[config.mk]
export PLATFORM = sky130hd
export DESIGN_NAME = tlcs_limit_status
export DESIGN_NICKNAME = d
export VERILOG_FILES = /design/src/tlcs_hyst_cmp.v /design/src/tlcs_latch_flag.v /design/src/tlcs_limit_status.v
export VERILOG_INCLUDE_DIRS = /design/src
export SDC_FILE = /design/constraint.sdc
export NUM_CORES = 1
export LEC_CHECK = 0
export BUFFER_PORTS_ARGS = -buffer_cell sky130_fd_sc_hd__buf_2
export CORE_MARGIN = 2
export CORE_UTILIZATION = 55
export CTS_CLUSTER_DIAMETER = 100
export DETAILED_ROUTE_END_ITERATION = 10
export PLACE_DENSITY = 0.74
export REMOVE_ABC_BUFFERS = 1
export SYNTH_ARGS = -nofsm -noshare
export SYNTH_HDL_FRONTEND = slang
export SYNTH_SLANG_ARGS = --single-unit
[constraint.sdc]
create_clock -name clk_sys -period 8.4 [get_ports clk_sys]
set_clock_uncertainty 0.1 [all_clocks]
set_input_delay 1.68 -clock clk_sys [delete_from_list [all_inputs] [get_ports clk_sys]]
set_output_delay 1.68 -clock clk_sys [all_outputs]
set_load 0.01 [all_outputs]
[src/tlcs_consts.vh]
// Pointer map, reset values and status layout of the limit and status block
`ifndef TLCS_CONSTS_VH
`define TLCS_CONSTS_VH

`define TLCS_PTR_STATUS 8'h02
`define TLCS_PTR_LUP_HI_RD 8'h05
`define TLCS_PTR_LLO_HI_RD 8'h06
`define TLCS_PTR_RUP_HI_RD 8'h07
`define TLCS_PTR_RLO_HI_RD 8'h08
`define TLCS_PTR_LUP_HI_WR 8'h0B
`define TLCS_PTR_LLO_HI_WR 8'h0C
`define TLCS_PTR_RUP_HI_WR 8'h0D
`define TLCS_PTR_RLO_HI_WR 8'h0E
`define TLCS_PTR_RUP_LO 8'h13
`define TLCS_PTR_RLO_LO 8'h14
`define TLCS_PTR_LUP_LO 8'h16
`define TLCS_PTR_LLO_LO 8'h17
`define TLCS_PTR_RCRIT 8'h19
`define TLCS_PTR_LCRIT 8'h20
`define TLCS_PTR_HYST 8'h21

`define TLCS_RST_UP_HI 8'h55
`define TLCS_RST_UP_LO 4'h0
`define TLCS_RST_LO_HI 8'h00
`define TLCS_RST_LO_LO 4'h0
`define TLCS_RST_CRIT 8'h55
`define TLCS_RST_HYST 8'h0A
`define TLCS_RST_STATUS 8'h00
`define TLCS_UNMAPPED 8'h00

`define TLCS_ST_BUSY 7
`define TLCS_ST_LOCAL_OVER_UPPER_FLAG 6
`define TLCS_ST_LOCAL_UNDER_LOWER_FLAG 5
`define TLCS_ST_REMOTE_OVER_UPPER_FLAG 4
`define TLCS_ST_REMOTE_UNDER_LOWER_FLAG 3
`define TLCS_ST_OPEN 2
`define TLCS_ST_RCRIT 1
`define TLCS_ST_LCRIT 0

`endif

[src/tlcs_hyst_cmp.v]
// Threshold comparator with hysteresis, updated at the end of a conversion
`timescale 1ns/10ps
module tlcs_hyst_cmp (
  input wire clk_sys,
  input wire reset,
  input wire update,
  input wire [11:0] temp,
  input wire [11:0] limit,
  input wire [7:0] hyst,
  output reg flag_q
);
  wire [11:0] hystFull;
  wire [11:0] lowEdge;
  reg flag_d;

  assign hystFull = {hyst, 4'h0};
  // Clamp at zero so a large hysteresis cannot wrap round
  assign lowEdge = (limit >= hystFull) ? (limit - hystFull) : 12'h000;

  always @* begin
    flag_d = flag_q;
    if (update) begin
      if (temp > limit) begin
        flag_d = 1'b1;
      end else if (temp <= lowEdge) begin
        flag_d = 1'b0;
      end
    end
  end

  always @(posedge clk_sys or posedge reset) begin
    if (reset) begin
      flag_q <= 1'b0;
    end else begin
      flag_q <= flag_d;
    end
  end
endmodule

[src/tlcs_latch_flag.v]
// Sticky status flag: set by an event, cleared by a status read once the cause is gone
`timescale 1ns/10ps
module tlcs_latch_flag (
  input wire clk_sys,
  input wire reset,
  input wire setEv,
  input wire cond,
  input wire clrRd,
  output reg flag_q
);
  wire flag_d;

  // Set wins over a clear in the same cycle
  assign flag_d = setEv | (flag_q & ~(clrRd & ~cond));

  always @(posedge clk_sys or posedge reset) begin
    if (reset) begin
      flag_q <= 1'b0;
    end else begin
      flag_q <= flag_d;
    end
  end
endmodule

[src/tlcs_limit_status.v]
// Limit registers, comparators, status byte and alert pin of a two-channel monitor
`timescale 1ns/10ps
`include "tlcs_consts.vh"
module tlcs_limit_status (
  input wire clk_sys,
  input wire reset,
  input wire [7:0] regPtr,
  input wire regSecond,
  input wire [7:0] regWrData,
  input wire regWrStb,
  input wire regRdStb,
  output reg [7:0] regRdData_q,
  input wire [11:0] localTemp,
  input wire [11:0] remoteTemp,
  input wire localDone,
  input wire remoteDone,
  input wire converting,
  input wire remoteConverting,
  input wire remoteOpenDet,
  input wire alert_pin_function_select,
  input wire alertMask,
  input wire alertResponseStb,
  output wire alertPending,
  input wire alertPinIn,
  output wire alertPinOut,
  output wire alertPinOe
);
  reg [7:0] localUpperHi_q;
  reg [3:0] localUpperLo_q;
  reg [7:0] localLowerHi_q;
  reg [3:0] localLowerLo_q;
  reg [7:0] remoteUpperHi_q;
  reg [3:0] remoteUpperLo_q;
  reg [7:0] remoteLowerHi_q;
  reg [3:0] remoteLowerLo_q;
  reg [7:0] localCritical_q;
  reg [7:0] remoteCritical_q;
  reg [7:0] hysteresis_q;
  reg [7:0] rdData_d;
  reg [7:0] effPtr;
  reg openSeen_q;
  reg openCond_q;
  reg [4:0] alertFlagsPrev_q;
  reg alertActive_q;
  wire alertActive_d;
  wire statusRead;
  wire [23:0] tempAll;
  wire [1:0] doneAll;
  wire [23:0] upperAll;
  wire [23:0] lowerAll;
  wire [15:0] critAll;
  wire [1:0] criticalFlag;
  wire [1:0] highLive;
  wire [1:0] highLatched;
  wire [1:0] lowLatched;
  wire [1:0] highEff;
  wire openFlag;
  wire openSet;
  wire [4:0] alertFlags;
  wire alertRise;
  wire [7:0] statusByte;

  // Second byte of a two-byte access lands on the low-byte pointer
  function [7:0] lowPtrOf;
    input [7:0] p;
    begin
      case (p)
        `TLCS_PTR_LUP_HI_RD, `TLCS_PTR_LUP_HI_WR: begin
          lowPtrOf = `TLCS_PTR_LUP_LO;
        end
        `TLCS_PTR_LLO_HI_RD, `TLCS_PTR_LLO_HI_WR: begin
          lowPtrOf = `TLCS_PTR_LLO_LO;
        end
        `TLCS_PTR_RUP_HI_RD, `TLCS_PTR_RUP_HI_WR: begin
          lowPtrOf = `TLCS_PTR_RUP_LO;
        end
        `TLCS_PTR_RLO_HI_RD, `TLCS_PTR_RLO_HI_WR: begin
          lowPtrOf = `TLCS_PTR_RLO_LO;
        end
        default: begin
          lowPtrOf = p;
        end
      endcase
    end
  endfunction

  always @* begin
    effPtr = regPtr;
    if (regSecond) begin
      effPtr = lowPtrOf(regPtr);
    end
  end

  // Threshold register writes
  always @(posedge clk_sys or posedge reset) begin
    if (reset) begin
      localUpperHi_q <= `TLCS_RST_UP_HI;
      localUpperLo_q <= `TLCS_RST_UP_LO;
      localLowerHi_q <= `TLCS_RST_LO_HI;
      localLowerLo_q <= `TLCS_RST_LO_LO;
      remoteUpperHi_q <= `TLCS_RST_UP_HI;
      remoteUpperLo_q <= `TLCS_RST_UP_LO;
      remoteLowerHi_q <= `TLCS_RST_LO_HI;
      remoteLowerLo_q <= `TLCS_RST_LO_LO;
      localCritical_q <= `TLCS_RST_CRIT;
      remoteCritical_q <= `TLCS_RST_CRIT;
      hysteresis_q <= `TLCS_RST_HYST;
    end else if (regWrStb) begin
      // Values are stored as written, low bytes keeping only bits 7:4; a range change never rewrites them
      case (effPtr)
        `TLCS_PTR_LUP_HI_WR: begin
          localUpperHi_q <= regWrData;
        end
        `TLCS_PTR_LUP_LO: begin
          localUpperLo_q <= regWrData[7:4];
        end
        `TLCS_PTR_LLO_HI_WR: begin
          localLowerHi_q <= regWrData;
        end
        `TLCS_PTR_LLO_LO: begin
          localLowerLo_q <= regWrData[7:4];
        end
        `TLCS_PTR_RUP_HI_WR: begin
          remoteUpperHi_q <= regWrData;
        end
        `TLCS_PTR_RUP_LO: begin
          remoteUpperLo_q <= regWrData[7:4];
        end
        `TLCS_PTR_RLO_HI_WR: begin
          remoteLowerHi_q <= regWrData;
        end
        `TLCS_PTR_RLO_LO: begin
          remoteLowerLo_q <= regWrData[7:4];
        end
        `TLCS_PTR_LCRIT: begin
          localCritical_q <= regWrData;
        end
        `TLCS_PTR_RCRIT: begin
          remoteCritical_q <= regWrData;
        end
        `TLCS_PTR_HYST: begin
          hysteresis_q <= regWrData;
        end
        default: begin
          hysteresis_q <= hysteresis_q;
        end
      endcase
    end
  end

  // Channel 0 is local, channel 1 remote
  assign tempAll = {remoteTemp, localTemp};
  assign doneAll = {remoteDone, localDone};
  assign upperAll = {remoteUpperHi_q, remoteUpperLo_q, localUpperHi_q, localUpperLo_q};
  assign lowerAll = {remoteLowerHi_q, remoteLowerLo_q, localLowerHi_q, localLowerLo_q};
  assign critAll = {remoteCritical_q, localCritical_q};
  assign statusRead = regRdStb & (effPtr == `TLCS_PTR_STATUS);

  genvar ch;
  generate
    for (ch = 0; ch < 2; ch = ch + 1) begin : gChan
      wire [11:0] chTemp;
      wire overUpper;
      wire underLower;
      reg overCond_q;
      reg underCond_q;

      assign chTemp = tempAll[ch*12 +: 12];
      assign overUpper = chTemp > upperAll[ch*12 +: 12];
      assign underLower = chTemp < lowerAll[ch*12 +: 12];

      // Cause still present as seen by the latest conversion
      always @(posedge clk_sys or posedge reset) begin
        if (reset) begin
          overCond_q <= 1'b0;
          underCond_q <= 1'b0;
        end else if (doneAll[ch]) begin
          overCond_q <= overUpper;
          underCond_q <= underLower;
        end
      end

      tlcs_hyst_cmp uCrit (
        .clk_sys(clk_sys),
        .reset(reset),
        .update(doneAll[ch]),
        .temp(chTemp),
        .limit({critAll[ch*8 +: 8], 4'h0}),
        .hyst(hysteresis_q),
        .flag_q(criticalFlag[ch])
      );

      tlcs_hyst_cmp uHighLive (
        .clk_sys(clk_sys),
        .reset(reset),
        .update(doneAll[ch]),
        .temp(chTemp),
        .limit(upperAll[ch*12 +: 12]),
        .hyst(hysteresis_q),
        .flag_q(highLive[ch])
      );

      tlcs_latch_flag uHighLat (
        .clk_sys(clk_sys),
        .reset(reset),
        .setEv(doneAll[ch] & overUpper),
        .cond(overCond_q),
        .clrRd(statusRead),
        .flag_q(highLatched[ch])
      );

      tlcs_latch_flag uLowLat (
        .clk_sys(clk_sys),
        .reset(reset),
        .setEv(doneAll[ch] & underLower),
        .cond(underCond_q),
        .clrRd(statusRead),
        .flag_q(lowLatched[ch])
      );

      assign highEff[ch] = alert_pin_function_select ? highLive[ch] : highLatched[ch];
    end
  endgenerate

  // Open diode is only believed while a remote conversion runs
  assign openSet = remoteOpenDet & remoteConverting;

  always @(posedge clk_sys or posedge reset) begin
    if (reset) begin
      openSeen_q <= 1'b0;
      openCond_q <= 1'b0;
    end else if (remoteDone) begin
      openSeen_q <= 1'b0;
      openCond_q <= openSeen_q | openSet;
    end else if (openSet) begin
      openSeen_q <= 1'b1;
    end
  end

  tlcs_latch_flag uOpen (
    .clk_sys(clk_sys),
    .reset(reset),
    .setEv(openSet),
    .cond(openCond_q | openSeen_q),
    .clrRd(statusRead),
    .flag_q(openFlag)
  );

  assign statusByte[`TLCS_ST_BUSY] = converting;
  assign statusByte[`TLCS_ST_LOCAL_OVER_UPPER_FLAG] = highEff[0];
  assign statusByte[`TLCS_ST_LOCAL_UNDER_LOWER_FLAG] = lowLatched[0];
  assign statusByte[`TLCS_ST_REMOTE_OVER_UPPER_FLAG] = highEff[1];
  assign statusByte[`TLCS_ST_REMOTE_UNDER_LOWER_FLAG] = lowLatched[1];
  assign statusByte[`TLCS_ST_OPEN] = openFlag;
  assign statusByte[`TLCS_ST_RCRIT] = criticalFlag[1];
  assign statusByte[`TLCS_ST_LCRIT] = criticalFlag[0];

  // Read mux; a status read returns the value before the clear takes hold
  always @* begin
    case (effPtr)
      `TLCS_PTR_STATUS: begin
        rdData_d = statusByte;
      end
      `TLCS_PTR_LUP_HI_RD: begin
        rdData_d = localUpperHi_q;
      end
      `TLCS_PTR_LUP_LO: begin
        rdData_d = {localUpperLo_q, 4'h0};
      end
      `TLCS_PTR_LLO_HI_RD: begin
        rdData_d = localLowerHi_q;
      end
      `TLCS_PTR_LLO_LO: begin
        rdData_d = {localLowerLo_q, 4'h0};
      end
      `TLCS_PTR_RUP_HI_RD: begin
        rdData_d = remoteUpperHi_q;
      end
      `TLCS_PTR_RUP_LO: begin
        rdData_d = {remoteUpperLo_q, 4'h0};
      end
      `TLCS_PTR_RLO_HI_RD: begin
        rdData_d = remoteLowerHi_q;
      end
      `TLCS_PTR_RLO_LO: begin
        rdData_d = {remoteLowerLo_q, 4'h0};
      end
      `TLCS_PTR_LCRIT: begin
        rdData_d = localCritical_q;
      end
      `TLCS_PTR_RCRIT: begin
        rdData_d = remoteCritical_q;
      end
      `TLCS_PTR_HYST: begin
        rdData_d = hysteresis_q;
      end
      default: begin
        rdData_d = `TLCS_UNMAPPED;
      end
    endcase
  end

  always @(posedge clk_sys or posedge reset) begin
    if (reset) begin
      regRdData_q <= `TLCS_RST_STATUS;
    end else if (regRdStb) begin
      regRdData_q <= rdData_d;
    end
  end

  // Alert: any limit or open flag rising from 0 to 1 arms it; the critical flags do not
  assign alertFlags = {highEff[0], lowLatched[0], highEff[1], lowLatched[1], openFlag};
  assign alertRise = |(alertFlags & ~alertFlagsPrev_q);

  // Rise wins over an alert response in the same cycle; status reads do not touch it
  assign alertActive_d = alertRise | (alertActive_q & ~alertResponseStb);

  always @(posedge clk_sys or posedge reset) begin
    if (reset) begin
      alertFlagsPrev_q <= 5'h00;
      alertActive_q <= 1'b0;
    end else begin
      alertFlagsPrev_q <= alertFlags;
      alertActive_q <= alertActive_d;
    end
  end

  // Mask hides the pin but keeps the alert state for the response address
  assign alertPending = alertActive_q & ~alert_pin_function_select;
  // Open-drain: only ever pulls low, read-back of the wire is not needed here
  assign alertPinOut = 1'b0;
  assign alertPinOe = alert_pin_function_select ? (highLive[0] | highLive[1])
                                                : (alertActive_q & ~alertMask);
endmodule

[After elaboration in Yosys (flattened, before gate mapping)]
Index checks and enable logic that the tools add are counted.
Word-level totals
  register bits: 101
  bits in latches: 0
  RAM bits: 0
  ROM bits: 0
  input bits: 54
  output and inout port bits: 11
  logic and storage cells: 159
  memories: 0
Operators by class
  add/sub/neg operators: 4
  $mul: 0
  div/mod/pow operators: 0
  $lt $le $gt $ge: 14
  equality and inequality tests: 24
  shift operators: 0
  mux-type cells: 20
  bitwise gates (word level): 43
  reduce and logical (&&, ||, !) cells: 25
Operators with widths (number)
  $pmux W8 S12: 1
  $eq A8 B4 Y1 const B: 10
  $eq A8 B3 Y1 const B: 6
  $ge A12 B12 Y1: 4
  $gt A12 B12 Y1: 4
  $le A12 B12 Y1: 4
  $mux W12: 4
  $sub A12 B12 Y12: 4
  $eq A8 B5 Y1 const B: 5
  $pmux W8 S4: 1
  $reduce_and A2 Y1: 15
  $lt A12 B12 Y1: 2
  $and A1 B1 Y1: 19
  $eq A8 B6 Y1 const B: 2
  $mux W1: 13
  $not A1 Y1: 13
  $reduce_bool A2 Y1: 5
  $or A1 B1 Y1: 9
  $eq A8 B2 Y1 const B: 1
  $mux W8: 1
  $reduce_or A2 Y1: 4
  $and A5 B5 Y5: 1
  $not A5 Y5: 1
  $reduce_or A5 Y1: 1

[Depth between registers and ports, before layout]
Gate-level depths: netlist (run 1).
  depth after elaboration: 10
  mapped depth: 19
  gate-level depth less buffers: 19

[Cells and area by module]
From an unflattened synthesis (run 1), not the netlist that was laid out.
Unflattened totals
  cells, all modules: 1157
  area total of the unflattened synthesis: 10253.6 um2
By module, submodules not included
  tlcs_limit_status: times used 1, cells an instance 578, area an instance 5916.9 um2, seq. area each 2324.7 um2
  tlcs_hyst_cmp at gChan[0].uCrit ...: times used 2, cells an instance 142, area an instance 1033.5 um2, seq. area each 25.0 um2
  tlcs_hyst_cmp at gChan[0].uHighLive: times used 1, cells an instance 139, area an instance 1052.3 um2, seq. area each 25.0 um2
  tlcs_hyst_cmp at gChan[1].uHighLive: times used 1, cells an instance 136, area an instance 1004.7 um2, seq. area each 25.0 um2
  tlcs_latch_flag: times used 5, cells an instance 4, area an instance 42.5 um2, seq. area each 25.0 um2

[Worst setup path after synthesis (run 1)]
No wires, ideal clock.
  path type: input port to output port
  start: in alertMask
  end: out alertPinOe
  arrival time: 2.072 ns
  required time: 6.620 ns
  setup slack: 4.548 ns
  cell stages on the path: 2
  path buffers: 0
  cell sequence: nand2b_1 > o21ai_0
On the way
  longest elaborated chain between the ends: 3
RTL lines
  from (decl): RTL line tlcs_limit_status.v:21  | input wire alertMask,
  $not A1 Y1: RTL line tlcs_limit_status.v:333  | : (alertActive_q & ~alertMask);
  $and A1 B1 Y1: RTL line tlcs_limit_status.v:333
  $mux W1: RTL line tlcs_limit_status.v:332  | assign alertPinOe = alert_pin_function_select ? (highLive[0] | highLive[1])
  to (decl): RTL line tlcs_limit_status.v:26  | output wire alertPinOe
Every way passes these cells.

[Worst setup path in the final report (run 1)]
  start: reg remoteUpperHi_q[0]
  end: reg gChan[1].uHighLive.flag_q
On the way
  longest elaborated chain between the ends: 5
  elaborated cells between the ends (all ways): 8
  those cells by class: add/sub (1); order compare (3); mux (2); reduce/logical (2)
RTL lines
  from (decl): RTL line tlcs_limit_status.v:32  | reg [7:0] remoteUpperHi_q;
  from (signal assigned): RTL line tlcs_limit_status.v:101  | remoteUpperHi_q <= `TLCS_RST_UP_HI;
  from (signal assigned): RTL line tlcs_limit_status.v:124  | remoteUpperHi_q <= regWrData;
  $sub A12 B12 Y12 or $ge A12 B12 Y1 (tied branches): RTL line tlcs_hyst_cmp.v:18  | assign lowEdge = (limit >= hystFull) ? (limit - hystFull) : 12'h000;
  $mux W12: RTL line tlcs_hyst_cmp.v:18
  $le A12 B12 Y1: RTL line tlcs_hyst_cmp.v:25  | end else if (temp <= lowEdge) begin
  $reduce_bool A2 Y1 (no source line)
  $reduce_and A2 Y1 (no source line)
  to (signal assigned): RTL line tlcs_hyst_cmp.v:35  | flag_q <= flag_d;
  to (decl): RTL line tlcs_hyst_cmp.v:10  | output reg flag_q
Parallel ways exist; a longest one is shown, timed or not.
A chain may end at the register's enable or synchronous reset.

==> results.txt, run 1 <==
status: completed
synthesized area: 0.00881 sq mm
Adder-Cell Fraction of Synth Area: 19.9%
Synth Instances: 990
final max-slew violation count: 0
remaining antenna violation count after routing: 0
Worst setup EP type: register
clock sinks: 101
ratio of cells with drive above 1 in the final layout: 15.5%
Initial Util: 55.9%
CP cell instances: inv_1, ha_1, fa_1, nand2b_1, a21oi_1, nor2_1, o21ai_0, a21oi_1, o21ai_0, nand2b_1, ha_1, a21o_1, a21o_1, a21oi_1, o2111ai_1, nor2_1, o21bai_1
global placement routability congestion: 0.970
Yosys warnings: 0
number of global-route vias before repair: 7234
WHS: 0.376 ns
maximum ir drop on the vdd rail: 0.112 mV
Synth cell types: 77
core area: 0.0158 sq mm
total gr overflow: 0
TritonCTS Buffers: 9
Post-Synth Simple-Gate Area: 16.9%
Worst Hold Launch: gChan[1].underCond_q
overall routing resource usage: 30.3%
TNS Setup: 0 ns
Worst R2R Start: remoteUpperHi_q[0]
CTS resizes: 0
largest family of logic cells by synthesized area: compound AO/OA/AOI/OAI gates
clock buffer depth: 2
IO Count: 65
Initial DRT Pass Iterations: 8
Fin. Hold Viols: 0
TritonCTS clock tree: yes
# setup viols final: 0
XOR/XNOR Fraction of Synth Area: 2.19%
RSZ-0062 raised after global routing: no
CP required: 8.54 ns
initial antenna violation count: 0
routed len/inst: 20.2 um
critical path data arrival time: 4.59 ns
complex-gate fraction of the synthesized area: 20.1%
crit path time final: 4.45 ns
Least-Margin Pin Slew: 1.26 ns
DP Worst Slack: 4.00 ns
final WL: 25.4 mm
port buffer count: 62
DRC Markers: 0
fmax: 225 MHz
commonest non-fill, non-tap cell in the layout: ha_1
H-tree depth: 3
hold buffer count at CTS: 0
#FFs+latches synth: 101
Crit Path Class: reg2reg
crit-path max FO: 11
root buf cell: clkbuf_16
Startpoint Class: register
area delta synth->final: 9.54%
Post-synth ARST share: 100%
P_leak: 0.00450 uW
worst min path class: reg2reg
vias per cell: 6.22
first-pass GRT wire length: 39.2 mm
clk slew on worst S/H paths: 0.07 ns
Critical Path Slowest Stage Cell: o21ai_0
CP peak stage delay: 0.91 ns
sequential fraction of the synthesis area: 28.9%
# rows: 46
worst skew pair latency: 0.36 ns
normalized max-slew margin: 15.2%
synthesized area per cell: 8.90 sq um
Worst Setup SP: remoteUpperHi_q[0]
DIE AREA: 0.0171 sq mm
Starting DRT DRC Count: 545
final period utilization: 53.0%
Setup WS post-layout: 3.95 ns
die width: 131 um
Most common cell on crit path: a21oi_1
Buf/Inv on CP: 1
PD cells: 164 mW/mm^2
commonest non-fill, non-tap cells in the layout: 134 x ha_1, 97 x inv_1, 92 x nand2_1, 83 x dfrtp_1, 80 x o21ai_0
layout net count: 1229
setup bufs post-CTS: 0
Synth Flop Type: dfrtp_1
multiplexer area fraction after synthesis: 6.33%
Post-DP HPWL: 19.5 mm
Die Ht: 131 um
DR vias: 7826
largest net degree at the start of global routing: 76
ant diodes: 0
CP delay by family, top: compound AO/OA/AOI/OAI gates
EDFF count, synth: 0
Max-cap violations: 0
-- registers in the layout, indices dropped and copies added (netlist names), 2 cells and up --
signal and count:
localUpperHi_q 8, alertFlagsPrev_q 5, regRdData_q 8, hysteresis_q 8, gChan.uCrit.flag_q 2, localCritical_q 8
gChan.uLowLat.flag_q 2, localLowerLo_q 4, gChan.overCond_q 2, gChan.underCond_q 2, localUpperLo_q 4, gChan.uHighLive.flag_q 2
remoteCritical_q 8, gChan.uHighLat.flag_q 2, remoteUpperHi_q 8, remoteUpperLo_q 4, remoteLowerLo_q 4, localLowerHi_q 8
remoteLowerHi_q 8
-- cell families (layout without fill, tap and decap cells) --
group / count (synthesis) / after routing
AOI/OAI and AO/OA: 266 / 266
muxes: 50 / 50
buffers and inverters: 125 / 177
DFF: 101 / 101
and+or+nand+nor: 287 / 287
adders and majority gates: 138 / 138
xor gates and xnor gates: 22 / 22
other: 1 / 1
-- power breakdown --
part / internal (uW) / total [uW] / switching [uW]
Sequential: 527 / 570 / 43.1
Combinational: 213 / 495 / 282
Clock: 331 / 522 / 191
-- layer usage --
layer / track usage, % / vias up / wire length [um]
li1: - / 3713 / -
met1: 40.2 / 3786 / 11000
met2: 51.5 / 286 / 12200
met3: 4.19 / 41 / 1530
met4: 9.39 / 0 / 598
met5: 0 / - / 0
-- worst paths after layout --
path	to	slack, ns	depth (start not counted)
max	gChan[1].uHighLive.flag_q	3.95	17
min	gChan[1].underCond_q	0.38	1
max reg2reg	gChan[1].uHighLive.flag_q	3.95	17
min reg2reg	gChan[1].underCond_q	0.38	1
max in group asynchronous	gChan[1].uLowLat.flag_q	5.72	3
min in group asynchronous	regRdData_q[2]	1.19	2
-- synthesized netlist by cell type (all sizes together) (18+ instances only) --
cell type,n,share of area [%]
nor2,45,2.1
a21oi,53,3.0
nand4,24,1.7
dfrtp,83,24
mux2,46,5.9
nor2b,23,1.6
nand3,22,1.3
ha,134,19
nor3,25,1.6
nand2b,25,1.8
nand2,94,4.1
a21o,32,2.7
dfstp,18,5.4
inv,98,4.2
o21ai,80,4.5
-- final cells by class --
type | instances | area [sq um]
clock buffers | 11 | 243
clock inverters | 5 | 129
fillers | 1431 | 6110
inverters | 98 | 370
multi-input cells | 764 | 5780
flip-flops and latches | 101 | 2550
well taps | 216 | 270
repair buffers | 63 | 318
-- through the flow --
stage               power, uW  instances  utilization, %  instance area, sq um
floorplan                 913        963               -                  8690
detailed placement       1070       1242            58.9                  9280
CTS                      1590       1258            61.2                  9660
finish                   1590       1258            61.2                  9660
global route             1680       1258            61.2                  9660
global placement         1050       1242            58.9                  9280
Note: power is estimated with default switching activity, not from simulation.
==> run 2: changes to the inputs <==
Clock period 8.4 ns to 4.3 ns, I/O delays scaled along.
==> run 2 against run 1 <==
Routed wire length down 2.2%; via count down 1.2%; fmax up 10%; worst setup slack worse by 3.7 ns; total power up 84%; cell count up 0.72%; critical path depth unchanged; critical path type unchanged; critical endpoint is now gChan[0].uCrit.flag_q; largest power group unchanged; highest routed layer unchanged.
==> results.txt, run 2 (synthesized netlist as in run 1, its figures left out) <==
Post-Place Cell Area: 0.00931 sq mm
worst skew pair latency: 0.36 ns
Overall Power: 2920 uW
largest net degree at the start of global routing: 51
post-route cell area: 0.00966 sq mm
ant diodes: 0
Starting DRT DRC Count: 590
DIE AREA: 0.0171 sq mm
core area: 0.0158 sq mm
initial antenna violation count: 0
commonest non-fill, non-tap cells in the layout: 134 x ha_1, 96 x inv_1, 92 x nand2_1, 83 x dfrtp_1, 80 x o21ai_0
first-pass GRT wire length: 38.7 mm
ratio of cells with drive above 1 in the final layout: 16.5%
Global Route met2 Usage: 48.4%
routed len/inst: 19.6 um
normalized max-slew margin: 38.7%
DRC Markers: 0
TNS Setup: 0 ns
final period utilization: 94.0%
number of global-route vias before repair: 7233
total gr overflow: 0
TritonCTS clock tree: yes
Worst setup EP type: register
global placement routability congestion: 1.00
clock sinks: 101
IO Count: 65
fillcell total: 1462
crit path time final: 4.04 ns
layout net count: 1238
Initial Util: 55.9%
Crit Path Class: reg2reg
final max-slew violation count: 0
TritonCTS Buffers: 9
worst min path class: reg2reg
clk slew on worst S/H paths: 0.08 ns
Max-cap violations: 0
# setup viols final: 0
DP Worst Slack: 0.232 ns
Initial DRT Pass Iterations: 5
P_leak: 0.00451 uW
H-tree depth: 3
remaining antenna violation count after routing: 0
CP required: 4.42 ns
# rows: 46
met3 usage: 5.74%
Setup WS post-layout: 0.258 ns
area delta synth->final: 9.61%
commonest non-fill, non-tap cell in the layout: ha_1
fmax: 247 MHz
overall routing resource usage: 29.9%
critical path data arrival time: 4.16 ns
status: completed
Least-Margin Pin Slew: 0.916 ns
maximum ir drop on the vdd rail: 0.190 mV
die width: 131 um
DR vias: 7732
port buffer count: 62
root buf cell: clkbuf_16
GRT Max-Usage Layer: met2
vias per cell: 6.10
Die Ht: 131 um
crit-path max FO: 7
Startpoint Class: register
final WL: 24.8 mm
met1 GRT Util: 39.8%
Fin. Hold Viols: 0
Post-DP HPWL: 19.6 mm
clock buffer depth: 2
PD cells: 302 mW/mm^2
run 2: cell count changes in the layout (fill, tap and decap cells not counted), sizes merged:
cell	delta
clkinvlp	+1
bufinv	-4
buf	+9
clkbuf	-2
clkinv	+4
inv	+1
run 2: cell type report:
cell class	instances	area [sq um]	area share, %
Multi-Input combinational cell	764	5780	59.8
Timing Repair Buffer	72	385	3.99
Sequential cell	101	2550	26.4
Inverter	98	374	3.87
Clock inverter	7	78.8	0.816
Clock buffer	9	225	2.33
Tap cell	216	270	2.80
run 2: metal layers:
| metal | wire [um] | share of wire [%] | up-vias |
|---|---|---|---|
| met5 | 0 | 0 | - |
| met4 | 847 | 3.4 | 0 |
| met3 | 1580 | 6.4 | 64 |
| met2 | 11400 | 46 | 245 |
| met1 | 11000 | 44 | 3691 |
| li1 | - | - | 3732 |
run 2: path summary, 6_finish.rpt:
kind	start	slack [ns]	cells after the start	to
max	hysteresis_q[1]	0.26	17	gChan[0].uCrit.flag_q
min	gChan[1].overCond_q	0.38	1	gChan[1].overCond_q
max reg2reg	hysteresis_q[1]	0.26	17	gChan[0].uCrit.flag_q
min reg2reg	gChan[1].overCond_q	0.38	1	gChan[1].overCond_q
max in group asynchronous	reset	2.73	3	remoteUpperHi_q[4]
min in group asynchronous	reset	0.48	2	hysteresis_q[2]
run 2: worst max-delay path, stage by stage (launching register included):
cell	delay, ns
dfstp_2	0.60
clkinvlp_4	0.23
fa_1	0.50
a21o_1	0.18
a21oi_1	0.22
nor2b_1	0.07
o21a_1	0.20
nor2_1	0.10
a21oi_1	0.15
nand2_1	0.12
ha_1	0.24
nor2b_1	0.14
o21a_1	0.17
o21a_1	0.16
o21ai_0	0.16
a21oi_1	0.09
a2111oi_1	0.33
o21ai_0	0.12
run 2: repair_timing:
action                                  CTS  global route
endpoints found under the setup margin    0             2
hold buffers                              0             0
buffers inserted                          0             5
resized for setup                         0             3
hold endpoints to repair                  0             0
run 2: per-stage QoR:
| stage | std cells | hold WS (ns) | util, % |
|---|---|---|---|
| global placement | 1246 | 0.357 | 59.1 |
| floorplan | 963 | 0.274 | - |
| global route | 1267 | 0.395 | 61.3 |
| finish | 1267 | 0.380 | 61.3 |
| CTS | 1262 | 0.380 | 61.0 |
| detailed placement | 1246 | 0.364 | 59.1 |
run 2: power by group:
part | internal, uW | leakage, uW | switching [uW]
logic | 430 | 0.00321 | 554
registers | 1030 | 0.00115 | 80.2
clock network | 413 | 0.000148 | 410
total | 1870 | 0.00451 | 1040
